[config.mk]
export PLATFORM = sky130hd
export DESIGN_NAME = pdi2c_ports
export DESIGN_NICKNAME = d
export VERILOG_FILES = /design/src/design/pdi2c_target.v /design/src/design/pdi2c_ports.v
export VERILOG_INCLUDE_DIRS = /design/src /design/src/design
export SDC_FILE = /design/constraint.sdc
export NUM_CORES = 1
export LEC_CHECK = 0
export BUFFER_PORTS_ARGS = -buffer_cell sky130_fd_sc_hd__buf_4
export CORE_MARGIN = 3
export CORE_UTILIZATION = 25
export DETAILED_ROUTE_END_ITERATION = 10
export GPL_TIMING_DRIVEN = 0
export PLACE_DENSITY = 0.36
export SYNTH_ARGS = -nofsm -noshare
export SYNTH_HDL_FRONTEND = slang
export SYNTH_HIERARCHICAL = 1
export SYNTH_SLANG_ARGS = --single-unit
[constraint.sdc]
create_clock -name clk -period 3.4 [get_ports clk]
set_clock_uncertainty 0.2 [all_clocks]
set_input_delay 0.34 -clock clk [delete_from_list [all_inputs] [get_ports clk]]
set_output_delay 0.34 -clock clk [all_outputs]
set_load 0.01 [all_outputs]
[src/design/pdi2c_defs.vh]
`ifndef PDI2C_DEFS_VH
`define PDI2C_DEFS_VH

// --------------------------------------------------------------
// bus addresses
// --------------------------------------------------------------
`define PDI2C_EEPROM_ADDR 7'h50
`define PDI2C_HOST_ADDR_A 7'h20
`define PDI2C_HOST_ADDR_B 7'h24
`define PDI2C_SEC_ADDR 7'h30

// --------------------------------------------------------------
// framing
// --------------------------------------------------------------
`define PDI2C_BYTE_BITS 4'h8
`define PDI2C_RW_BIT 0

// --------------------------------------------------------------
// timing
// --------------------------------------------------------------
`define PDI2C_CLK_MHZ 250
`define PDI2C_SCL_KHZ 100
// quarter bit period of the controller port, in core cycles
`define PDI2C_QTR_CYC ((`PDI2C_CLK_MHZ * 1000) / (`PDI2C_SCL_KHZ * 4))
// stretch held after each received or sent byte, in core cycles
`define PDI2C_STRETCH_CYC 16'h0040
`define PDI2C_EE_BYTES 16'h0010

`endif

[src/design/pdi2c_target.v]
`timescale 1ns/1ps
`include "pdi2c_defs.vh"

module pdi2c_target #(
	parameter STRETCH_CYC = 16
)
(
	input wire clk,
	input wire rst,
	input wire scl_in,
	input wire sda_in,
	input wire [6:0] addr_a,
	input wire [6:0] addr_b,
	input wire addr_b_en,
	input wire [7:0] tx_byte,
	output reg scl_oe_n,
	output reg sda_oe_n,
	output reg [7:0] rx_byte,
	output reg rx_valid,
	output reg tx_taken,
	output reg addr_hit,
	output reg addr_which,
	output reg busy
);

// --------------------------------------------------------------
// synchroniser and edge detect
// --------------------------------------------------------------
reg [1:0] scl_sync;
reg [1:0] sda_sync;
reg scl_d;
reg sda_d;
wire scl = scl_sync[1];
wire sda = sda_sync[1];
wire scl_rise = scl & ~scl_d;
wire scl_fall = ~scl & scl_d;
wire start_det = scl & scl_d & sda_d & ~sda;
wire stop_det = scl & scl_d & ~sda_d & sda;

localparam ST_IDLE = 3'd0;
localparam ST_ADDR = 3'd1;
localparam ST_ACK = 3'd2;
localparam ST_RX = 3'd3;
localparam ST_TX = 3'd4;
localparam ST_MACK = 3'd5;
localparam ST_WAIT = 3'd6;

reg [2:0] state;
reg [7:0] shift;
reg [3:0] bitcnt;
reg reading;
reg [15:0] stretch;
reg ack_drive;

always @(posedge clk)
begin
	scl_sync <= {scl_sync[0], scl_in};
	sda_sync <= {sda_sync[0], sda_in};
	scl_d <= scl;
	sda_d <= sda;
end

// --------------------------------------------------------------
// protocol engine
// --------------------------------------------------------------
always @(posedge clk)
begin
	if (rst)
	begin
		state <= ST_IDLE;
		shift <= 8'h00;
		bitcnt <= 4'h0;
		reading <= 1'b0;
		stretch <= 16'h0000;
		ack_drive <= 1'b0;
		scl_oe_n <= 1'b1;
		sda_oe_n <= 1'b1;
		rx_byte <= 8'h00;
		rx_valid <= 1'b0;
		tx_taken <= 1'b0;
		addr_hit <= 1'b0;
		addr_which <= 1'b0;
		busy <= 1'b0;
	end
	else
	begin
		rx_valid <= 1'b0;
		tx_taken <= 1'b0;
		addr_hit <= 1'b0;
		if (stretch != 16'h0000)
			stretch <= stretch - 16'h0001;
		scl_oe_n <= ~(stretch != 16'h0000);
		if (stop_det)
		begin
			state <= ST_IDLE;
			sda_oe_n <= 1'b1;
			busy <= 1'b0;
			stretch <= 16'h0000;
		end
		else if (start_det)
		begin
			state <= ST_ADDR;
			bitcnt <= 4'h0;
			sda_oe_n <= 1'b1;
			busy <= 1'b1;
		end
		else
		begin
			case (state)
			ST_IDLE:
			begin
				sda_oe_n <= 1'b1;
			end
			ST_ADDR, ST_RX:
			begin
				if (scl_rise)
				begin
					shift <= {shift[6:0], sda};
					bitcnt <= bitcnt + 4'h1;
				end
				else if (scl_fall && bitcnt == `PDI2C_BYTE_BITS)
				begin
					bitcnt <= 4'h0;
					if (state == ST_ADDR)
					begin
						if (shift[7:1] == addr_a || (addr_b_en && shift[7:1] == addr_b))
						begin
							sda_oe_n <= 1'b0;
							reading <= shift[`PDI2C_RW_BIT];
							addr_hit <= 1'b1;
							addr_which <= (shift[7:1] != addr_a);
							state <= ST_ACK;
						end
						else
							state <= ST_WAIT;
					end
					else
					begin
						sda_oe_n <= 1'b0;
						rx_byte <= shift;
						rx_valid <= 1'b1;
						reading <= 1'b0;
						state <= ST_ACK;
					end
					stretch <= STRETCH_CYC[15:0];
				end
			end
			ST_ACK:
			begin
				// hold ack through high phase; on falling edge release SDA, or drive the first bit of a read
				if (scl_fall)
				begin
					if (reading)
					begin
						sda_oe_n <= tx_byte[7];
						shift <= {tx_byte[6:0], 1'b0};
						tx_taken <= 1'b1;
						bitcnt <= 4'h1;
						state <= ST_TX;
					end
					else
					begin
						sda_oe_n <= 1'b1;
						state <= ST_RX;
					end
				end
			end
			ST_TX:
			begin
				if (scl_fall)
				begin
					if (bitcnt == `PDI2C_BYTE_BITS)
					begin
						sda_oe_n <= 1'b1;
						bitcnt <= 4'h0;
						stretch <= STRETCH_CYC[15:0];
						state <= ST_MACK;
					end
					else
					begin
						sda_oe_n <= shift[7];
						shift <= {shift[6:0], 1'b0};
						bitcnt <= bitcnt + 4'h1;
					end
				end
			end
			ST_MACK:
			begin
				if (scl_rise)
					ack_drive <= ~sda;
				else if (scl_fall)
				begin
					if (ack_drive)
					begin
						sda_oe_n <= tx_byte[7];
						shift <= {tx_byte[6:0], 1'b0};
						tx_taken <= 1'b1;
						bitcnt <= 4'h1;
						state <= ST_TX;
					end
					else
						state <= ST_WAIT;
				end
			end
			ST_WAIT:
			begin
				sda_oe_n <= 1'b1;
			end
			default:
				state <= ST_IDLE;
			endcase
		end
	end
end

endmodule // pdi2c_target

[src/design/pdi2c_ports.v]
`timescale 1ns/1ps
`include "pdi2c_defs.vh"

// Summary of operation
// - two independent target ports with interrupts
// - boot reads EEPROM at address 0x50
// - controller port assumes single controller
// - transfers begin only on idle bus
// - SDA fall, SCL high is start
// - matched address acknowledged low through high
// - one stable bit per clock pulse
// - SDA rise, SCL high is stop
// - bytes of eight bits plus acknowledge
// - transmitter releases SDA for acknowledge
// - receiver acknowledges; reader NACKs last byte
// - NACK ends read, target releases SDA
// - target may stretch SCL after bytes
// - target interrupts out, controller interrupt in
// - open-drain pins, inputs two-flop synchronised

module pdi2c_ports #(
	parameter STRETCH_CYC = 64,
	parameter QTR_CYC = `PDI2C_QTR_CYC,
	parameter EE_BYTES = 16
)
(
	input wire clk,
	input wire rst,
	input wire host_scl_in,
	input wire host_sda_in,
	output reg host_scl_oe_n,
	output reg host_sda_oe_n,
	output reg host_port_interrupt,
	input wire sec_scl_in,
	input wire sec_sda_in,
	output reg sec_scl_oe_n,
	output reg sec_sda_oe_n,
	output reg secondary_port_interrupt,
	input wire ctl_scl_in,
	input wire ctl_sda_in,
	output reg ctl_scl_oe_n,
	output reg ctl_sda_oe_n,
	input wire controller_port_interrupt_in,
	input wire [1:0] addr_index,
	input wire [7:0] host_tx_byte,
	input wire [7:0] sec_tx_byte,
	input wire host_irq_set,
	input wire sec_irq_set,
	input wire irq_clear,
	output reg [7:0] host_rx_byte,
	output reg host_rx_valid,
	output reg [7:0] sec_rx_byte,
	output reg sec_rx_valid,
	output reg [7:0] ee_byte,
	output reg ee_valid,
	output reg boot_done,
	output reg ee_found,
	output reg ctl_irq_level
);

// --------------------------------------------------------------
// input synchronisers (controller side and irq)
// --------------------------------------------------------------
reg [1:0] c_scl_s;
reg [1:0] c_sda_s;
reg [1:0] c_irq_s;
always @(posedge clk)
begin
	c_scl_s <= {c_scl_s[0], ctl_scl_in};
	c_sda_s <= {c_sda_s[0], ctl_sda_in};
	c_irq_s <= {c_irq_s[0], controller_port_interrupt_in};
end
wire c_scl = c_scl_s[1];
wire c_sda = c_sda_s[1];

// --------------------------------------------------------------
// target ports
// --------------------------------------------------------------
wire [6:0] host_a = `PDI2C_HOST_ADDR_A + {5'h00, addr_index};
wire [6:0] host_b = `PDI2C_HOST_ADDR_B + {5'h00, addr_index};
wire h_scl_oe_n, h_sda_oe_n, h_rx_valid, s_scl_oe_n, s_sda_oe_n, s_rx_valid;
wire [7:0] h_rx, s_rx;

pdi2c_target #(.STRETCH_CYC(STRETCH_CYC)) u_host (
	.clk(clk),
	.rst(rst),
	.scl_in(host_scl_in),
	.sda_in(host_sda_in),
	.addr_a(host_a),
	.addr_b(host_b),
	.addr_b_en(boot_done),
	.tx_byte(host_tx_byte),
	.scl_oe_n(h_scl_oe_n),
	.sda_oe_n(h_sda_oe_n),
	.rx_byte(h_rx),
	.rx_valid(h_rx_valid),
	.tx_taken(),
	.addr_hit(),
	.addr_which(),
	.busy()
);

pdi2c_target #(.STRETCH_CYC(STRETCH_CYC)) u_sec (
	.clk(clk),
	.rst(rst),
	.scl_in(sec_scl_in),
	.sda_in(sec_sda_in),
	.addr_a(`PDI2C_SEC_ADDR),
	.addr_b(`PDI2C_SEC_ADDR),
	.addr_b_en(1'b0),
	.tx_byte(sec_tx_byte),
	.scl_oe_n(s_scl_oe_n),
	.sda_oe_n(s_sda_oe_n),
	.rx_byte(s_rx),
	.rx_valid(s_rx_valid),
	.tx_taken(),
	.addr_hit(),
	.addr_which(),
	.busy()
);

// --------------------------------------------------------------
// output registers and interrupt pins
// --------------------------------------------------------------
always @(posedge clk)
begin
	if (rst)
	begin
		host_scl_oe_n <= 1'b1;
		host_sda_oe_n <= 1'b1;
		sec_scl_oe_n <= 1'b1;
		sec_sda_oe_n <= 1'b1;
		host_rx_byte <= 8'h00;
		host_rx_valid <= 1'b0;
		sec_rx_byte <= 8'h00;
		sec_rx_valid <= 1'b0;
		host_port_interrupt <= 1'b0;
		secondary_port_interrupt <= 1'b0;
		ctl_irq_level <= 1'b0;
	end
	else
	begin
		host_scl_oe_n <= h_scl_oe_n;
		host_sda_oe_n <= h_sda_oe_n;
		sec_scl_oe_n <= s_scl_oe_n;
		sec_sda_oe_n <= s_sda_oe_n;
		host_rx_valid <= h_rx_valid;
		sec_rx_valid <= s_rx_valid;
		if (h_rx_valid)
			host_rx_byte <= h_rx;
		if (s_rx_valid)
			sec_rx_byte <= s_rx;
		// set wins over clear
		if (host_irq_set)
			host_port_interrupt <= 1'b1;
		else if (irq_clear)
			host_port_interrupt <= 1'b0;
		if (sec_irq_set)
			secondary_port_interrupt <= 1'b1;
		else if (irq_clear)
			secondary_port_interrupt <= 1'b0;
		ctl_irq_level <= c_irq_s[1];
	end
end

// --------------------------------------------------------------
// controller port: boot read of the EEPROM
// --------------------------------------------------------------
localparam C_IDLE = 4'd0;
localparam C_START = 4'd1;
localparam C_BIT = 4'd2;
localparam C_ACK = 4'd3;
localparam C_RBIT = 4'd4;
localparam C_MACK = 4'd5;
localparam C_STOP = 4'd6;
localparam C_DONE = 4'd7;

reg [3:0] cstate;
reg [1:0] phase;
reg [15:0] qcnt;
reg [3:0] cbit;
reg [7:0] cshift;
reg [15:0] nbytes;
reg [1:0] hold_idle;

wire tick = (qcnt == 16'h0000);
// stretch wait: SCL released but still seen low
wire held = ctl_scl_oe_n & ~c_scl;
// the sampling quarter does not advance during a stretch
wire adv = tick & ~(held & (phase == 2'd2));

always @(posedge clk)
begin
	if (rst)
	begin
		cstate <= C_IDLE;
		phase <= 2'd0;
		qcnt <= 16'h0000;
		cbit <= 4'h0;
		cshift <= 8'h00;
		nbytes <= 16'h0000;
		hold_idle <= 2'd0;
		ctl_scl_oe_n <= 1'b1;
		ctl_sda_oe_n <= 1'b1;
		ee_byte <= 8'h00;
		ee_valid <= 1'b0;
		boot_done <= 1'b0;
		ee_found <= 1'b0;
	end
	else
	begin
		ee_valid <= 1'b0;
		if (!tick)
			qcnt <= qcnt - 16'h0001;
		else if (adv)
		begin
			// restart the quarter timer; in phase 2 only once SCL is seen high
			qcnt <= QTR_CYC[15:0];
			phase <= phase + 2'd1;
		end
		case (cstate)
		C_IDLE:
		begin
			// wait for both lines idle high
			if (c_scl && c_sda)
				hold_idle <= (hold_idle == 2'd3) ? hold_idle : hold_idle + 2'd1;
			else
				hold_idle <= 2'd0;
			if (hold_idle == 2'd3 && adv && phase == 2'd1)
			begin
				ctl_sda_oe_n <= 1'b0; // start while SCL high
				cshift <= {`PDI2C_EEPROM_ADDR, 1'b1};
				cbit <= 4'h0;
				cstate <= C_START;
			end
		end
		C_START:
		begin
			if (adv && phase == 2'd3)
			begin
				ctl_scl_oe_n <= 1'b0;
				cstate <= C_BIT;
			end
		end
		C_BIT, C_RBIT:
		begin
			if (adv && phase == 2'd0)
			begin
				// data changes a quarter after SCL falls
				ctl_sda_oe_n <= (cstate == C_BIT) ? cshift[7] : 1'b1;
				if (cstate == C_BIT)
					cshift <= {cshift[6:0], 1'b0};
			end
			else if (adv && phase == 2'd1)
				ctl_scl_oe_n <= 1'b1;
			else if (adv && phase == 2'd2)
			begin
				if (cstate == C_RBIT)
					cshift <= {cshift[6:0], c_sda};
				cbit <= cbit + 4'h1;
			end
			else if (adv && phase == 2'd3)
			begin
				ctl_scl_oe_n <= 1'b0;
				if (cbit == `PDI2C_BYTE_BITS)
				begin
					if (cstate == C_RBIT)
					begin
						ee_byte <= cshift;
						ee_valid <= 1'b1;
						nbytes <= nbytes + 16'h0001;
					end
					cbit <= 4'h0;
					cstate <= (cstate == C_RBIT) ? C_MACK : C_ACK;
				end
			end
		end
		C_ACK, C_MACK:
		begin
			if (adv && phase == 2'd0)
			begin
				// release for the target ack; nack the last byte
				ctl_sda_oe_n <= (cstate == C_MACK) ? (nbytes == EE_BYTES[15:0]) : 1'b1;
			end
			else if (adv && phase == 2'd1)
				ctl_scl_oe_n <= 1'b1;
			else if (adv && phase == 2'd2 && cstate == C_ACK)
				ee_found <= ~c_sda;
			else if (adv && phase == 2'd3)
			begin
				ctl_scl_oe_n <= 1'b0;
				if ((cstate == C_ACK && !ee_found) || nbytes == EE_BYTES[15:0])
					cstate <= C_STOP;
				else
					cstate <= C_RBIT;
			end
		end
		C_STOP:
		begin
			if (adv && phase == 2'd0)
				ctl_sda_oe_n <= 1'b0;
			else if (adv && phase == 2'd1)
				ctl_scl_oe_n <= 1'b1;
			else if (adv && phase == 2'd3)
			begin
				ctl_sda_oe_n <= 1'b1; // stop while SCL high
				cstate <= C_DONE;
			end
		end
		C_DONE:
		begin
			boot_done <= 1'b1; // no arbitration: single controller only
		end
		default:
			cstate <= C_IDLE;
		endcase
	end
end

endmodule // pdi2c_ports

Word level (Yosys, flattened, before mapping)

Cells that the tools add are included.

Register bits after elaboration: 196
Input bits: 30
Output and inout bits: 38
Word-level logic and storage cells: 465

Add/sub/neg operators: 11
Eq/ne operators: 107
Muxes and demuxes: 168
Bitwise operators: 51
Reduce and logical (&&, ||, !) cells: 71

Operator list:

| kind                                                                     | number |
|---|---|
| 16-bit 2-to-1 mux                                                        | 14 |
| 8-bit 2-to-1 mux                                                         | 22 |
| 4-bit 2-to-1 mux                                                         | 40 |
| 16-bit case mux with 2 select lines                                      | 2 |
| 8-bit case mux with 4 select lines                                       | 2 |
| 3-bit 2-to-1 mux                                                         | 21 |
| 2-bit inequality test (second input constant)                            | 26 |
| 1-bit 2-to-1 mux                                                         | 51 |
| 3-bit inequality test (second input constant)                            | 16 |
| 16-bit by 1-bit subtractor with 16-bit output (second input constant)    | 3 |
| 3-bit by 1-bit inequality test with 1-bit output (second input constant) | 14 |
| 6-bit AND reduction                                                      | 7 |
| 2-bit by 1-bit inequality test with 1-bit output (second input constant) | 19 |
| 9-bit AND reduction                                                      | 4 |
| 1-bit inverter                                                           | 34 |
| 4-bit case mux with 4 select lines                                       | 2 |
| 8-bit AND reduction                                                      | 4 |
| 16-bit nonzero test                                                      | 2 |
| 3-bit case mux with 5 select lines                                       | 2 |
| 4-bit case mux with 6 select lines                                       | 1 |
| 11-bit AND reduction                                                     | 2 |
| 5-bit nonzero test                                                       | 4 |
| 3-bit equality test (second input constant)                              | 6 |
| 1-bit bitwise AND                                                        | 17 |
| 38 further kinds                                                         | 93 |

Longest topological paths before layout

Gate-level depths: netlist of run 1.

Depth after elaboration: 11
Gate-level depth with buffers: 9
Gate-level depth less buffers: 7

By module

Netlist of run 1, hierarchy kept.

Modules (own cells, without submodules):

| module                 | instances | cells an instance | area an instance (µm²) | seq. area each (µm²) |
|---|---|---|---|---|
| pdi2c_ports            | 1         | 501               | 4411.7                 | 1901.8 |
| pdi2c_target at u_sec  | 1         | 332               | 2852.7                 | 1081.0 |
| pdi2c_target at u_host | 1         | 330               | 2815.2                 | 1081.0 |

Worst setup path after synthesis of run 1

OpenSTA, ideal clock, no wires.

Path kind: register to register
Start: reg qcnt[6]
End: reg nbytes[4]
Library setup time: 0.070 ns
Arrival: 2.471 ns
Data required time: 3.130 ns
Slack: 0.658 ns
Cell stages (with the launch flop): 7
Buffers on the path: 1
Clock period less this slack: 2.742 ns
Path through: dfxtp_1 or4_1 buf_2 or4_4 or4_1 or3_1 a21oi_1

Longest elaborated chain between the ends: 5
Elaborated cells on any way between the ends: 10
Those cells by class: bitwise: 4; reduce/logical: 6

Ends and longest elaborated chain:

| item                                     | RTL line                                                | text |
|---|---|---|
| from (decl)                              | pdi2c_ports.v:180                                       | `reg [15:0] qcnt;` |
| from (signal assigned)                   | pdi2c_ports.v:214                                       | `qcnt <= qcnt - 16'h0001;` |
| from (signal assigned)                   | pdi2c_ports.v:218                                       | `qcnt <= QTR_CYC[15:0];` |
| 16-bit zero test (*)                     | pdi2c_ports.v:186                                       | `wire tick = (qcnt == 16'h0000);` |
| 1-bit bitwise AND (*)                    | pdi2c_ports.v:190                                       | `wire adv = tick & ~(held & (phase == 2'd2));` |
| 1-bit logical AND (on tied branches)     | pdi2c_ports.v:256, pdi2c_ports.v:247, pdi2c_ports.v:254 |  |
| 1-bit inverter (no source line)          | n/a                                                     |  |
| 7-bit AND reduction (no source line) (*) | n/a                                                     |  |
| to (signal assigned)                     | pdi2c_ports.v:271                                       | `nbytes <= nbytes + 16'h0001;` |
| to (decl)                                | pdi2c_ports.v:183                                       | `reg [15:0] nbytes;` |

Every way passes the cells marked *; elsewhere a longest branch is shown, timed or not.
A chain may end at the register's enable or synchronous reset.

Worst setup path after layout of run 1

Start: reg qcnt[6]
End: reg ctl_scl_oe_n

Longest elaborated chain between the ends: 8
Elaborated cells on any way between the ends: 22
Those cells by class: eq/ne: 6; mux: 8; bitwise: 1; reduce/logical: 7

Ends and longest elaborated chain:

| item                                | RTL line                                                | text |
|---|---|---|
| 16-bit zero test (*)                | pdi2c_ports.v:186                                       |  |
| 1-bit bitwise AND (*)               | pdi2c_ports.v:190                                       |  |
| 1-bit logical AND                   | pdi2c_ports.v:239, pdi2c_ports.v:262, pdi2c_ports.v:289 |  |
| 1-bit 2-to-1 mux                    | n/a                                                     |  |
| 1-bit 2-to-1 mux (on tied branches) | n/a                                                     |  |
| 1-bit 2-to-1 mux (on tied branches) | pdi2c_ports.v:285, pdi2c_ports.v:254                    |  |
| 1-bit 2-to-1 mux (on tied branches) | pdi2c_ports.v:280, pdi2c_ports.v:247                    |  |
| 1-bit case mux with 4 select lines  | pdi2c_ports.v:221                                       | `case (cstate)` |
| to (signal assigned)                | pdi2c_ports.v:286                                       | `ctl_scl_oe_n <= 1'b1;` |
| to (signal assigned)                | pdi2c_ports.v:291                                       | `ctl_scl_oe_n <= 1'b0;` |
| to (signal assigned)                | pdi2c_ports.v:303                                       | `ctl_scl_oe_n <= 1'b1;` |
| to (decl)                           | pdi2c_ports.v:41                                        | `output reg ctl_scl_oe_n,` |

Every way passes the cells marked *; elsewhere a longest branch is shown, timed or not. The select of a mux whose other input is x is not followed.

==> results of run 1 <==
-- routing by layer --
metal	GRT usage [%]	routed length, µm
met1	19.9	14400
met2	21.1	12600
met3	2.56	938
met4	4.89	547
met5	0	0
-- how the worst max path moves through the flow --
stage                 start           end  depth (start not counted)  slack, ps
floorplan           qcnt[6]     nbytes[4]                          6        660
global placement    qcnt[6]  ctl_scl_oe_n                          8         40
detailed placement  qcnt[6]  ctl_scl_oe_n                          8         40
CTS                 qcnt[6]  ctl_scl_oe_n                          8         20
global route        qcnt[6]  ctl_scl_oe_n                          8         20
finish              qcnt[6]  ctl_scl_oe_n                          8        200
-- placed cells by master (no fill, tap or decap), types with 15 or more instances in the layout --
cell / n
xnor2_1: 25
buf_4: 70
o21ai_0: 37
nor4_1: 15
xor2_1: 36
a311oi_1: 22
mux2i_1: 45
or4_1: 16
buf_2: 20
clkbuf_1: 36
nand3_1: 45
nand2b_1: 19
a21oi_1: 97
ha_1: 19
nand4_1: 36
nand2_1: 47
nor3_1: 25
or3_1: 17
dfxtp_1: 195
conb_1: 25
clkbuf_16: 17
nor2_1: 122
inv_1: 52
-- sequential cells by signal, summed over array words and instances (netlist names), 3 cells and up --
name	count
nbytes	16
qcnt	16
u_host/stretch	16
u_sec/stretch	16
cshift	8
ee_byte	8
host_rx_byte	8
sec_rx_byte	8
u_host/rx_byte	8
u_host/shift	8
u_sec/rx_byte	8
u_sec/shift	8
cbit	4
u_host/bitcnt	4
u_sec/bitcnt	4
cstate	3
u_host/state	3
u_sec/state	3
-- worst max-delay path: stages, from the launching register on --
cell	delay (ps)
dfxtp_1	360
or4_1	540
buf_2	200
nor4_2	500
clkbuf_2	370
buf_2	320
o2111ai_1	190
o31ai_1	290
o211ai_1	120
-- power by group through the flow --
stage / registers [mW] / clock network (mW) / logic [mW]
global placement: 2.81 / 0 / 2.25
CTS: 2.75 / 2.09 / 2.27
detailed placement: 2.81 / 0 / 2.24
finish: 2.76 / 1.98 / 2.26
floorplan: 2.75 / 0 / 1.73
global route: 2.81 / 2.17 / 2.57
-- what timing repair did --
item,in CTS,in global routing
endpoints found under the hold margin,9,0
setup endpoints to repair,0,15
resized for setup,0,5
hold buffers,11,0
-- per-stage QoR --
stage | worst slack, ps | instance area [µm²] | std cells | utilization, %
5_1_grt | 18.5 | 11700 | 1780 | 30.7
3_3_place_gp | 35.2 | 11000 | 1738 | 28.9
6_report | 196 | 11700 | 1780 | 30.7
2_1_floorplan | 658 | 9900 | 1160 | -
4_1_cts | 19.4 | 11700 | 1780 | 30.7
3_5_place_dp | 36.4 | 11000 | 1738 | 28.9
-- layout make-up --
cell class              instances  area [µm²]
clock buffers                  17         425
clock inverters                14         130
plain buffers                  62         270
inverters                      53         199
fillers                      4114       26500
multi-input cells             850        5550
repair buffers                 78         613
well taps                     511         639
flip-flops and latches        195        3900
==> impl_metrics.toml, run 1 <==
[outcome]
outcome = "finished, final reports clean"

[detailed_routing]
first_pass_iters = 5
viasPerCell = 4.88
remaining_drc_errors = 0
wire_per_inst_um = 16.0
antenna_left = 0
vias = 8692
wirelength_um = 28600
drt-initial-drc-count = 536

[cts]
clockBufferDepth = 2
post-cts-setup-buffers = 0
cts_tree = "done"
ctsHtreeMaxLevel = 4
clk_pin_slew_ps = 70
numCtsBuffers = 17
cts.sinks = 195
root_buffer = "clkbuf_16"
clock_latency_ps = 440

[critical_path]
rrSetupSlack_ps = 200
worstReg2RegEnd = "ctl_scl_oe_n"
path_max_fanout = 10
crit_arrival_ps = 3320
crit_type = "reg2reg"
cp-end-kind = "flip-flop"
critical_path_required_ps = 3510
start_kind = "flip-flop"
r2r_cells = 8
r2r-start = "qcnt[6]"

[layout]
nets = 1306
diodes = 0
drive_above_1_share_pct = 13.1
syn_to_final_growth_pct = 19.5

[sta]
clock.fmax_ghz = 0.312
setup_violations = 0
hold_viol = 0
drv_slew = 0
setup_tns_ps = 0
rsz0062_at_grt = "false"
layout_min_cycle_time_ps = 3200
period_share_pct = 94.2
worst_pin_slew_ps = 1020
hold_ws_ps = 63.5
slew_headroom_pct = 32.2

[synth]
avgSynthCellArea_um2 = 8.63
netlist_area_um2 = 9810
ys_warn_count = 6
syn-instance-count = 1137

[power_and_ir_drop]
sw_frac_of_total_pct = 36.9
vdd_drop_max_mv = 0.410
power_frac_clock_pct = 28.2
p_per_area_nw_per_um2 = 597
p_leak_nw = 4.13
seq_power_share_pct = 39.5
report.power.total_mw = 7.00
pwr-share-comb_pct = 32.3
p_int_mw = 4.42
p_switching_mw = 2.58

[grt]
grt_usage_pct = 14.0
grt_pass1_wl_um = 46700
first_global_vias = 8322
antenna_found_initial = 0
overflow = 0
grt_max_degree = 18

[hold_path]
hold_end = "u_host/shift[2]"
hold_start = "host_tx_byte[1]"
hp-class = "in2reg"
hold_depth = 3

[die]
coreArea_um2 = 38200
die_x_um = 204
die_h_um = 204
num_rows = 71
die-area_um2 = 41700
pin_count = 68
initial_core_util_pct = 25.7

[place]
hpwlAfterDp_um = 20700
place_congestion = 0.835
port-buffer-count = 67

[flow_run]
cap_violations = 0
Power figures use the tool's default switching activity.
==> inputs of run 2 (changes only) <==
REMOVE_ABC_BUFFERS = 1   (was unset)
==> run 2 against run 1 <==
  * Non-clock buffer count shrank 57
  * Die area did not move
  * Power grew 0.80%
  * Sequential power hardly changed
  * Sequential cell count unchanged
  * Critical path depth down 2
  * Critical endpoint is now nbytes[2]
==> impl_metrics.toml, run 2 (synthesis gave the netlist of run 1 again) <==
[power_and_ir_drop]
p_leak_nw = 4.03
vdd_drop_max_mv = 0.313
report.power.total_mw = 7.06
p_per_area_nw_per_um2 = 610

[die]
initial_core_util_pct = 25.7
pin_count = 68
die_h_um = 204
coreArea_um2 = 38200
die_x_um = 204
num_rows = 71
die-area_um2 = 41700

[grt]
first_global_vias = 8111
grt_usage_pct = 13.0
overflow = 0
antenna_found_initial = 0
grt_pass1_wl_um = 44300
grt_max_degree = 110

[flow_run]
cap_violations = 0

[detailed_routing]
vias = 8330
drt-initial-drc-count = 500
remaining_drc_errors = 0
first_pass_iters = 5
viasPerCell = 4.83
antenna_left = 0
wire_per_inst_um = 15.4
wirelength_um = 26500

[cts]
numCtsBuffers = 17
clock_latency_ps = 440
cts_tree = "done"
clk_pin_slew_ps = 70
ctsHtreeMaxLevel = 4
cts.sinks = 195
clockBufferDepth = 2
root_buffer = "clkbuf_16"

[place]
place_congestion = 0.746
hpwlAfterDp_um = 18300
place_inst = 1679
port-buffer-count = 67

[sta]
setup_tns_ps = 0
slew_headroom_pct = 15.6
drv_slew = 0
rsz0062_at_grt = "true"
period_share_pct = 95.1
layout_min_cycle_time_ps = 3230
worst_pin_slew_ps = 1260
clock.fmax_ghz = 0.309
setup_violations = 0
hold_viol = 0

[layout]
fillers = 4138
final_common_cell = "dfxtp_1"
stdcell_count = 1724
syn_to_final_growth_pct = 17.8
final_cell_mix = "dfxtp_1, nor2_1, a21oi_1"
diodes = 0
drive_above_1_share_pct = 12.2
nets = 1249

[critical_path]
worstReg2RegEnd = "nbytes[2]"
r2r_cells = 6
cp-end-kind = "flip-flop"
crit_type = "reg2reg"
r2r-start = "qcnt[6]"
critical_path_required_ps = 3540
crit_arrival_ps = 3380
crit_start = "qcnt[6]"
path_max_fanout = 13
start_kind = "flip-flop"
endpoint = "nbytes[2]"
rrSetupSlack_ps = 170

[outcome]
outcome = "finished, final reports clean"

[hold_path]
hp-class = "in2reg"
[run 2: metrics by stage]
stage	worst slack [ps]	util (%)	hold WS (ps)	area, µm²
floorplan	-178	-	110	9630
global placement	-1570	28.2	110	10800
detailed placement	28.0	28.4	112	10800
CTS	0.0444	30.2	14.0	11500
global route	-11.1	30.3	27.9	11600
finish	166	30.3	37.2	11600
[run 2: area by class of cell]
| type | instances | area (µm²) | area share, % |
|---|---|---|---|
| clock inverters | 15 | 151 | 1.31 |
| repair buffers | 83 | 686 | 5.93 |
| multi-input cells | 850 | 5560 | 48.1 |
| flip-flops and latches | 195 | 3910 | 33.8 |
| clock buffers | 17 | 425 | 3.68 |
| inverters | 53 | 199 | 1.72 |
| well taps | 511 | 639 | 5.53 |
[run 2: worst min-delay path by stage]
stage	depth (start not counted)	end	slack, ps	start
floorplan	0	c_irq_s[1]	110	c_irq_s[0]
detailed placement	0	u_sec/scl_sync[1]	110	u_sec/scl_sync[0]
CTS	2	host_rx_byte[2]	10	rst
global route	2	host_rx_byte[2]	30	rst
global placement	0	c_irq_s[1]	110	c_irq_s[0]
finish	2	host_rx_byte[2]	40	rst
[run 2: metal layers]
| metal | part of all wire (%) | vias up | routed length, µm | global-route usage, % |
|---|---|---|---|---|
| met5 | 0 | - | 0 | 0 |
| met4 | 0.71 | 0 | 187 | 2.85 |
| met3 | 2.7 | 7 | 712 | 2.47 |
| met2 | 46 | 79 | 12100 | 20.5 |
| met1 | 51 | 3959 | 13500 | 18.4 |
| li1 | - | 4285 | - | - |
[run 2: what timing repair did]
| item | CTS | global route |
|---|---|---|
| hold endpoints to repair | 9 | 0 |
| hold buffers | 11 | 0 |
| endpoints found under the setup margin | 0 | 20 |
| buffers inserted | 0 | 2 |
| gates resized for setup | 0 | 3 |
[run 2: critical path: stages (launching register included)]
cell and delay [ps]:
dfxtp_1 360, or4_1 750, or4_4 700, nor4_4 610, buf_6 230, a21oi_1 70, a31o_2 210
[run 2: report_power, final]
part | leakage (nW) | total, mW | switching (mW) | internal, mW
clock | 0.278 | 2.02 | 0.991 | 1.03
combinational | 2.16 | 2.27 | 1.38 | 0.890
sequential | 1.59 | 2.77 | 0.248 | 2.52
